## src/hdl/dswr_params.svh

```systemverilog
// Constants for the two-wire write receiver
// What this block does
// Write address 10011 plus pins, write bit zero
// Control byte: ext addr, load, x, channel, select
// Control bit 0 picks data or power-down bytes
// Data mode: high/low pairs until stop or restart
// Master puts bits 9..2 high, 1..0 low top
// Power-down select: exactly two bytes follow
// Acknowledge address, control and data bytes
// Master code 0000 1xxx never acknowledged
// Master restarts at high speed, same sequence
// Master should end writes with repeated start
// Update on ack clock fall after low byte
// Extended address bits must match ext pins
// Wrong pin address: no ack, transaction ignored
`ifndef DSWR_PARAMS_SVH
`define DSWR_PARAMS_SVH
`define DSWR_ADDR_FIXED     5'h13
`define DSWR_MCODE_TOP      5'h01
`define DSWR_CTL_EXT_HI     7
`define DSWR_CTL_EXT_LO     6
`define DSWR_CTL_LOAD_HI    5
`define DSWR_CTL_LOAD_LO    4
`define DSWR_CTL_CH_HI      2
`define DSWR_CTL_CH_LO      1
`define DSWR_CTL_PD_SEL     0
`define DSWR_SYNC_DEPTH     3
`endif

```

## src/hdl/dswr_pkg.sv

```systemverilog
// Types for the two-wire write receiver
package dswr_pkg;
    typedef enum logic [2:0] {
        DSWR_IDLE  = 3'b000,
        DSWR_ADDR  = 3'b001,
        DSWR_CTRL  = 3'b010,
        DSWR_HIGH  = 3'b011,
        DSWR_LOW   = 3'b100,
        DSWR_IGN   = 3'b101
    } dswr_phase_t;
endpackage : dswr_pkg

```

## src/hdl/dswr_pin_sync.sv

```systemverilog
// Three-stage pin synchroniser with agreement filter
`timescale 1ns/100ps
module dswr_pin_sync (
    input  wire logic clk,
    input  wire logic rstn,
    input  wire logic pin_in,
    output logic      level_out
);
    // Stage one feeds only stage two; output moves when two and three agree
    logic [2:0] sync_reg;
    logic       level_reg;
    always_ff @(posedge clk or negedge rstn) begin
        if (!rstn) begin
            sync_reg  <= 3'h7;
            level_reg <= 1'b1;
        end else begin
            sync_reg <= {sync_reg[1:0], pin_in};
            if (sync_reg[1] == sync_reg[2]) begin
                level_reg <= sync_reg[2];
            end
        end
    end
    assign level_out = level_reg;
endmodule : dswr_pin_sync

```

## src/hdl/dswr_receiver.sv

```systemverilog
// Two-wire serial write receiver for a quad 10-bit converter
`timescale 1ns/100ps
`include "dswr_params.svh"
module dswr_receiver
    import dswr_pkg::*;
(
    input  wire logic       clk,
    input  wire logic       rstn,
    input  wire logic       scl_in,
    input  wire logic       sda_in,
    output logic            sda_out,
    output logic            sda_oe_n,
    input  wire logic       pin_addr_bit_hi,
    input  wire logic       pin_addr_bit_lo,
    input  wire logic       ext_addr_bit_hi,
    input  wire logic       ext_addr_bit_lo,
    output logic            update_pulse,
    output logic [1:0]      update_channel,
    output logic [1:0]      update_load_mode,
    output logic            update_is_powerdown,
    output logic [1:0]      update_powerdown_mode,
    output logic [9:0]      update_data,
    output logic            bus_busy
);
    // State of the receiver past the pin filters in one record
    typedef struct packed {
        // Frame phase and the previous filtered line levels
        dswr_phase_t phase;
        logic        scl_d;
        logic        sda_d;
        // Byte assembly: shift register and bit count, nine with the acknowledge clock
        logic [7:0]  shift;
        logic [3:0]  bitcnt;
        // Acknowledge drive, its decision, a pending update and the bus-held flag
        logic        ack_on;
        logic        ack_then;
        logic        pend_upd;
        logic        busy;
        // Control fields latched from the control byte
        logic [1:0]  chan;
        logic [1:0]  load;
        logic        pd_sel;
        logic        ext_ok;
        // First byte of a pair, held until its partner arrives
        logic [7:0]  hi_byte;
        // Registered update outputs
        logic        upd;
        logic [1:0]  upd_ch;
        logic [1:0]  upd_ld;
        logic        upd_pd;
        logic [1:0]  upd_pdm;
        logic [9:0]  upd_data;
    } dswr_state_t;

    dswr_state_t st_reg;   // Registered state
    dswr_state_t st_next;  // Next state
    logic        scl_s;    // Filtered clock level
    logic        sda_s;    // Filtered data level

    // Both bus lines are filtered; the 320 ns bus period gives 8 samples per cycle
    dswr_pin_sync u_scl_sync (
        .clk       (clk),
        .rstn      (rstn),
        .pin_in    (scl_in),
        .level_out (scl_s)
    );
    dswr_pin_sync u_sda_sync (
        .clk       (clk),
        .rstn      (rstn),
        .pin_in    (sda_in),
        .level_out (sda_s)
    );

    // Strap pins are asynchronous too; a strap moved mid-frame must not split a compare
    // Order: pin address high, pin address low, extended high, extended low
    logic [3:0] strap_raw;  // Strap pins as they arrive
    logic [3:0] strap_s;    // Filtered strap levels
    assign strap_raw = {pin_addr_bit_hi, pin_addr_bit_lo, ext_addr_bit_hi, ext_addr_bit_lo};
    for (genvar g = 0; g < 4; g++) begin : g_strap
        dswr_pin_sync u_strap_sync (
            .clk       (clk),
            .rstn      (rstn),
            .pin_in    (strap_raw[g]),
            .level_out (strap_s[g])
        );
    end

    // Address byte match: fixed top bits, pin bits, write direction
    function automatic logic addr_match(input logic [7:0] b, input logic a1, input logic a0);
        addr_match = (b[7:3] == `DSWR_ADDR_FIXED) && (b[2] == a1) && (b[1] == a0) && !b[0];
    endfunction : addr_match

    // Edge and condition flags, rebuilt from the filtered levels every cycle
    logic scl_rise;  // Clock rising edge
    logic scl_fall;  // Clock falling edge
    logic start_c;   // Start or repeated start
    logic stop_c;    // Stop

    // Next-state logic: conditions, bit shifting, byte decode and acknowledge
    always_comb begin
        st_next       = st_reg;
        st_next.scl_d = scl_s;
        st_next.sda_d = sda_s;
        st_next.upd   = 1'b0;
        scl_rise = scl_s && !st_reg.scl_d;
        scl_fall = !scl_s && st_reg.scl_d;
        start_c  = scl_s && st_reg.scl_d && st_reg.sda_d && !sda_s;
        stop_c   = scl_s && st_reg.scl_d && !st_reg.sda_d && sda_s;
        if (start_c) begin
            // A restart ends any data stream and goes back to addressing
            st_next.phase    = DSWR_ADDR;
            st_next.bitcnt   = 4'h0;
            st_next.ack_on   = 1'b0;
            st_next.pend_upd = 1'b0;
            st_next.busy     = 1'b1;
        end else if (stop_c) begin
            // Stop frees the bus and drops a half-received pair
            st_next.phase    = DSWR_IDLE;
            st_next.ack_on   = 1'b0;
            st_next.pend_upd = 1'b0;
            st_next.busy     = 1'b0;
        end else if (st_reg.phase != DSWR_IDLE && st_reg.phase != DSWR_IGN) begin
            if (scl_rise && st_reg.bitcnt < 4'h8) begin
                // Sample a data bit, most significant first
                st_next.shift  = {st_reg.shift[6:0], sda_s};
                st_next.bitcnt = st_reg.bitcnt + 4'h1;
            end else if (scl_fall && st_reg.bitcnt == 4'h8) begin
                // Eighth bit done: decide the acknowledge for the ninth clock
                st_next.bitcnt   = 4'h9;
                st_next.ack_then = 1'b1;
                case (st_reg.phase)
                    DSWR_ADDR: begin
                        // Master code and foreign addresses stay unacknowledged
                        if (st_reg.shift[7:3] == `DSWR_MCODE_TOP) begin
                            st_next.ack_then = 1'b0;
                            st_next.phase    = DSWR_IGN;
                        end else if (addr_match(st_reg.shift, strap_s[3], strap_s[2])) begin
                            // Pins are compared through their filters, never raw
                            st_next.phase = DSWR_CTRL;
                        end else begin
                            // Rest of the frame is ignored until the next start or stop
                            st_next.ack_then = 1'b0;
                            st_next.phase    = DSWR_IGN;
                        end
                    end
                    DSWR_CTRL: begin
                        // Latch control fields; extended bits must match the pins
                        // A mismatch is still acknowledged, but no update follows
                        st_next.ext_ok = (st_reg.shift[`DSWR_CTL_EXT_HI] == strap_s[1]) &&
                                         (st_reg.shift[`DSWR_CTL_EXT_LO] == strap_s[0]);
                        st_next.load   = st_reg.shift[`DSWR_CTL_LOAD_HI:`DSWR_CTL_LOAD_LO];
                        st_next.chan   = st_reg.shift[`DSWR_CTL_CH_HI:`DSWR_CTL_CH_LO];
                        st_next.pd_sel = st_reg.shift[`DSWR_CTL_PD_SEL];
                        st_next.phase  = DSWR_HIGH;
                    end
                    DSWR_HIGH: begin
                        // Keep the first byte of the pair until its partner arrives
                        st_next.hi_byte = st_reg.shift;
                        st_next.phase   = DSWR_LOW;
                    end
                    DSWR_LOW: begin
                        // Low byte done; update fires on the ack clock's fall
                        st_next.pend_upd = st_reg.ext_ok;
                        // Power-down takes exactly two bytes; data pairs repeat
                        st_next.phase    = st_reg.pd_sel ? DSWR_IGN : DSWR_HIGH;
                    end
                    default: st_next.phase = DSWR_IGN;
                endcase
                st_next.ack_on = st_next.ack_then;
            end else if (scl_fall && st_reg.bitcnt == 4'h9) begin
                // Ninth clock ends: release the line, fire any pending update
                st_next.bitcnt   = 4'h0;
                st_next.ack_on   = 1'b0;
                st_next.pend_upd = 1'b0;
                if (st_reg.pend_upd) begin
                    st_next.upd      = 1'b1;
                    st_next.upd_ch   = st_reg.chan;
                    st_next.upd_ld   = st_reg.load;
                    st_next.upd_pd   = st_reg.pd_sel;
                    // Data bits 9..2 from high byte, 1..0 from low byte top
                    st_next.upd_data = {st_reg.hi_byte, st_reg.shift[7:6]};
                    // Mode bits sit in the first power-down byte's top two bits
                    st_next.upd_pdm  = st_reg.hi_byte[7:6];
                end
            end
        end else if (st_reg.phase == DSWR_IGN && st_reg.ack_on && scl_fall && st_reg.bitcnt == 4'h9) begin
            // Release the last acknowledge of a finished power-down write
            st_next.ack_on = 1'b0;
            st_next.bitcnt = 4'h0;
            st_next.upd    = st_reg.pend_upd;
            st_next.pend_upd = 1'b0;
            if (st_reg.pend_upd) begin
                st_next.upd_ch  = st_reg.chan;
                st_next.upd_ld  = st_reg.load;
                st_next.upd_pd  = 1'b1;
                st_next.upd_pdm = st_reg.hi_byte[7:6];
            end
        end
    end

    // State register
    always_ff @(posedge clk or negedge rstn) begin
        if (!rstn) begin
            // Lines read as released after reset, so no false start follows it
            st_reg       <= '0;
            st_reg.phase <= DSWR_IDLE;
            st_reg.scl_d <= 1'b1;
            st_reg.sda_d <= 1'b1;
        end else begin
            st_reg <= st_next;
        end
    end

    // Open-drain drive: enable low pulls the line low
    assign sda_out               = 1'b0;
    assign sda_oe_n              = !st_reg.ack_on;
    // Update fields come straight from flops and hold between strobes
    assign update_pulse          = st_reg.upd;
    assign update_channel        = st_reg.upd_ch;
    assign update_load_mode      = st_reg.upd_ld;
    assign update_is_powerdown   = st_reg.upd_pd;
    assign update_powerdown_mode = st_reg.upd_pdm;
    assign update_data           = st_reg.upd_data;
    assign bus_busy              = st_reg.busy;
endmodule : dswr_receiver
```

## config.mk

```make
export PLATFORM = sky130hd
export DESIGN_NAME = dswr_receiver
export DESIGN_NICKNAME = d
export VERILOG_FILES = /design/src/hdl/dswr_pkg.sv /design/src/hdl/dswr_pin_sync.sv /design/src/hdl/dswr_receiver.sv
export VERILOG_INCLUDE_DIRS = /design/src /design/src/hdl
export SDC_FILE = /design/constraint.sdc
export NUM_CORES = 1
export LEC_CHECK = 0
export BUFFER_PORTS_ARGS = -buffer_cell sky130_fd_sc_hd__buf_2
export CORE_MARGIN = 5
export CORE_UTILIZATION = 60
export CTS_CLUSTER_DIAMETER = 200
export DETAILED_ROUTE_END_ITERATION = 10
export GPL_TIMING_DRIVEN = 0
export PLACE_DENSITY_LB_ADDON = 0.3
export SLEW_MARGIN = 20
export SYNTH_ARGS = -nofsm -noshare
export SYNTH_HDL_FRONTEND = slang
export SYNTH_HIERARCHICAL = 1
export SYNTH_SLANG_ARGS = --single-unit
export TNS_END_PERCENT = 5
```

## constraint.sdc

```tcl
create_clock -name clk -period 3.5 [get_ports clk]
set_clock_uncertainty 0.1 [all_clocks]
set_input_delay 0.7 -clock clk [delete_from_list [all_inputs] [get_ports clk]]
set_output_delay 0.7 -clock clk [all_outputs]
set_load 0.005 [all_outputs]
```

## Word level (Yosys, flattened, before mapping)

Index checks and enable logic that the tools add are counted.

| word-level totals | value |
|---|---|
| register bits after elaboration | 77 |
| bits of input ports | 8 |
| output and inout bits | 21 |
| logic and storage cells | 155 |

| operators by class | value |
|---|---|
| $add $sub $neg | 1 |
| order comparisons | 1 |
| eq/ne operators | 29 |
| mux-type cells | 45 |
| bitwise logic cells | 4 |
| reduce and logical (&&, ||, !) cells | 43 |

Operators with widths:

| operator | count |
|---|---|
| 18-bit two-way mux | 6 |
| 3-bit two-way mux | 9 |
| 5-bit two-way mux | 5 |
| 1-bit logical AND | 18 |
| 1-bit two-way mux | 17 |
| 8-bit two-way mux | 2 |
| 3-bit nonzero test | 5 |
| 3-bit one-hot mux with 4 select lines | 1 |
| 6-bit AND reduction | 2 |
| 1-bit equality test | 10 |
| 10-bit two-way mux | 1 |
| 3-bit AND reduction | 3 |
| 4-bit equality test (second input constant) | 2 |
| 4-bit two-way mux | 2 |
| 4-bit AND reduction | 2 |
| 8-bit AND reduction | 1 |
| 7-bit two-way mux | 1 |
| 7-bit AND reduction | 1 |
| 3-bit by 2-bit equality test with 1-bit output (second input constant) | 2 |
| 3-bit equality test (second input constant) | 2 |
| 1-bit logical NOT | 6 |
| 2-bit != test (second input constant) | 3 |
| 3-bit != test (second input constant) | 2 |
| 2-bit nonzero test | 3 |
| other kinds (14) | 17 |

## Logic depth before layout (Yosys ltp)

| depth | value |
|---|---|
| depth after elaboration | 17 |
| gate-level depth with buffers | 8 |
| mapped depth without buffers | 7 |

## By module

The synthesis kept the hierarchy.

Modules (own cells, without submodules):

| module | times used | cells an instance | area each (sq um) | seq. area each (sq um) |
|---|---|---|---|---|
| dswr_receiver | 1 | 202 | 2471.1 | 1303.8 |
| dswr_pin_sync | 6 | 5 | 116.4 | 105.1 |

## Worst setup path after synthesis

Ideal clock, no wire load.

| timing | value |
|---|---|
| path kind | register to register |
| from | register u_scl_sync.level_reg, in the netlist u_scl_sync/level_out |
| to | register st_reg (netlist bit update_data[1]) |
| setup time | 0.125 ns |
| arrival | 2.057 ns |
| data required time | 3.275 ns |
| slack | 1.218 ns |
| cell stages (with the launch flop) | 8 |
| path buffers | 2 |
| clock period less this slack | 2.282 ns |
| path through | dfstp_2 > and4bb_4 > and2_4 > buf_6 > or3_4 > nor2_1 > buf_4 > mux2_2 |

| between the ends | value |
|---|---|
| cells in the longest elaborated chain, start to end | 5 |
| elaborated cells on any way between the ends | 16 |
| classes of those cells | bitwise: 4; reduce/logical: 12 |

RTL lines:

| what | line | text |
|---|---|---|
| from (decl) | dswr_pin_sync.sv:11 | `logic level_reg;` |
| from (signal assigned) | dswr_pin_sync.sv:19 | `level_reg <= sync_reg[2];` |
| 1-bit logical NOT / 1-bit logical AND (equally long branches) | dswr_receiver.sv:106, dswr_receiver.sv:107, dswr_receiver.sv:108 |  |
| 1-bit logical AND, on equally long branches | dswr_receiver.sv:106, dswr_receiver.sv:107, dswr_receiver.sv:108 |  |
| 1-bit logical AND, on equally long branches | dswr_receiver.sv:127, dswr_receiver.sv:107, dswr_receiver.sv:108 |  |
| 1-bit inverter (no source line) | n/a |  |
| 7-bit AND reduction (no source line) * | n/a |  |
| to (signal assigned) | dswr_receiver.sv:210 | `st_reg <= st_next;` |
| to (decl) | dswr_receiver.sv:55 | `dswr_state_t st_reg;` |

Every way passes the cells marked *; elsewhere a longest branch is shown, timed or not.
A chain may end at the register's enable or synchronous reset.

## Worst setup path after layout

| timing | value |
|---|---|
| from | register u_scl_sync.level_reg, in the netlist u_scl_sync/level_out |
| to | register st_reg (netlist bit update_data[2]) |

Same word-level chain as after synthesis.

==> metrics <==
most common cell after layout, fill and taps aside=dfrtp_1; Worst-Margin Slew=0.597 ns; GRT Overall Usage=18.1%; worst setup path category=register to register; Final Max Tran Viols=0; Leak=1.75 nW; clk sink count=76; max_slew headroom=60.2%; Crit path arrival time=2.56 ns; Core Region=5110 um^2; Hold Vio Cnt, Final=0; vias in the first global route=1838; Post-Syn Instances=232; Max Fclk=411 MHz; Seq/Total Area, Yosys=61.0%; Inserted Diodes=0; Post-Synthesis Mean Instance Area=13.7 um^2; Synth-to-Final Area Change=13.8%; Final Instance Area=3610 um^2; Cell Rows=26; top cell type by total area after synthesis=dfrtp_1; CTS Buf Count=9; hold buffers post-CTS=0; Worst setup SP type=register; CP Max Fanout=10; DRC=0; DRT antenna net count=0; synthesized area=3170 um^2; fin nets=282; drt pass-1 iters=4; Setup Fix Bufs, Post-CTS=0; # Max-Cap Violations=0; Die ar.=6840 um^2; Largest register FFs=33; top cells by area, synth=dfrtp_1 (39%), dfstp_2 (22%), mux2_2 (11%), buf_4 (4.3%), mux2_4 (2.8%); initial antenna violation count=0; Setup WS post-layout=1.07 ns; most frequent cells in the layout=dfrtp_1 (50), mux2_2 (31), buf_2 (28); HPWL after DPL=3.45 mm; CTS resizes=0; outcome=complete, no violations; port bufs=27; Worst EP required=3.63 ns; worst skew pair latency=0.34 ns; htree depth=3; largest net degree at the start of global routing=55; HP Class=input port to async pin; Reg clk slew, reported paths=0.07 ns; Starting DRT DRC Count=119; Peak VDD IR=419 uV; Crit. End Element=register; Cell Area, Placed=3420 um^2; Post-synth EDFFs=0; post-DR vias/cell=5.23; Async SR Flop Fraction=100%; Power Density=523 nW/um^2; CTS root buffer=clkbuf_8; final period utilization=69.5%; Die H=82.7 um; final RePlAce weighted congestion=0.822; wire length of the first global-routing pass=9.09 mm; RSZ-0062 raised after global routing=no; Synth warnings=6; setup TNS=0 ns; flops & latches, synth=76; io pins=29; final worst path period need=2.43 ns; Die W=82.7 um; Main synth FF type=dfrtp_1; pre-CTS setup slack=1.06 ns; CTS tree=built; via count=1809; total wire length=5.11 mm; total grt overflow=0; DR WL/cell=14.8 um; post-synth cell types=44; Syn Nets=243; top-area cell type share of the netlist area=39.5%; setup violators final=0; initial core utilization=62.1%; clk buf depth=2; share of cells above drive strength 1=50.0%
-- layer usage --
metal / wire length (um) / global-route usage [%] / share of wire, %
met5: 0 / 0 / 0
met4: 61 / 6.21 / 1.2
met3: 240 / 5.64 / 4.7
met2: 2440 / 26.9 / 48
met1: 2370 / 25.2 / 46
-- stage by stage --
stage	std cells	hold slack, ns	total power, mW	util [%]
3_3_place_gp	329	0.246	1.27	66.4
4_1_cts	346	0.152	1.90	70.6
5_1_grt	346	0.159	1.99	70.6
6_report	346	0.153	1.89	70.6
2_1_floorplan	232	0.245	1.20	-
3_5_place_dp	330	0.247	1.29	67.0
-- cell usage after synthesis (2+ instances only) --
master / instances
dfstp_2: 26
nand3_1: 5
xor2_1: 6
nor3_1: 3
nand2_1: 12
a21oi_1: 4
ha_1: 3
nor2_1: 6
or2_2: 2
inv_1: 8
nand4b_1: 2
maj3_2: 6
o31ai_1: 2
o21a_1: 2
dfrtp_1: 50
a31oi_1: 2
mux2_4: 6
mux2_2: 31
buf_4: 18
buf_6: 2
nor2b_1: 2
buf_2: 2
o21ai_0: 10
clkbuf_1: 2
-- path summary, 6_finish.rpt --
check | slack (ns) | start | cells after the start | to
max | 1.07 | u_scl_sync/level_out | 7 | update_data[2]
min | 0.15 | rstn | 1 | st_reg[50]
max reg2reg | 1.07 | u_scl_sync/level_out | 7 | update_data[2]
min reg2reg | 0.26 | u_sda_sync/sync_reg[0] | 0 | u_sda_sync/sync_reg[1]
max in group asynchronous | 2.55 | rstn | 2 | g_strap[1].u_strap_sync/sync_reg[1]
min in group clk | 0.26 | u_sda_sync/sync_reg[0] | 0 | u_sda_sync/sync_reg[1]
-- worst max-delay path: stages, from the launching register on --
cell	delay, ns
dfstp_2	0.60
and4bb_4	0.24
and2_4	0.16
buf_6	0.13
or3_4	0.38
nor2_1	0.14
buf_4	0.22
mux2_2	0.35
-- power breakdown --
group / switching (mW) / internal (mW) / total [mW]
Combinational: 0.115 / 0.108 / 0.223
Clock: 0.298 / 0.319 / 0.616
Sequential: 0.0823 / 0.965 / 1.05
Total: 0.495 / 1.39 / 1.89
-- cell families (layout without fill, tap and decap cells) --
logic type,Yosys count,count (layout),synth area share [%]
DFF,76,76,61.0
xor gates and xnor gates,6,6,1.66
AOI/OAI and AO/OA,31,31,6.55
other,1,1,0.118
and+or+nand+nor,40,40,6.99
muxes,37,37,13.9
adders and majority gates,9,9,3.32
buffers and inverters,32,76,6.47
-- layout make-up --
type,instances,area (um^2)
well taps,70,87.6
inverters,8,30.0
flip-flops and latches,76,1930
plain buffers,24,175
fillers,351,1500
multi-input cells,124,1030
clock inverters,2,10.0
clock buffers,14,174
repair buffers,28,165
(Power assumes the default switching activity.)
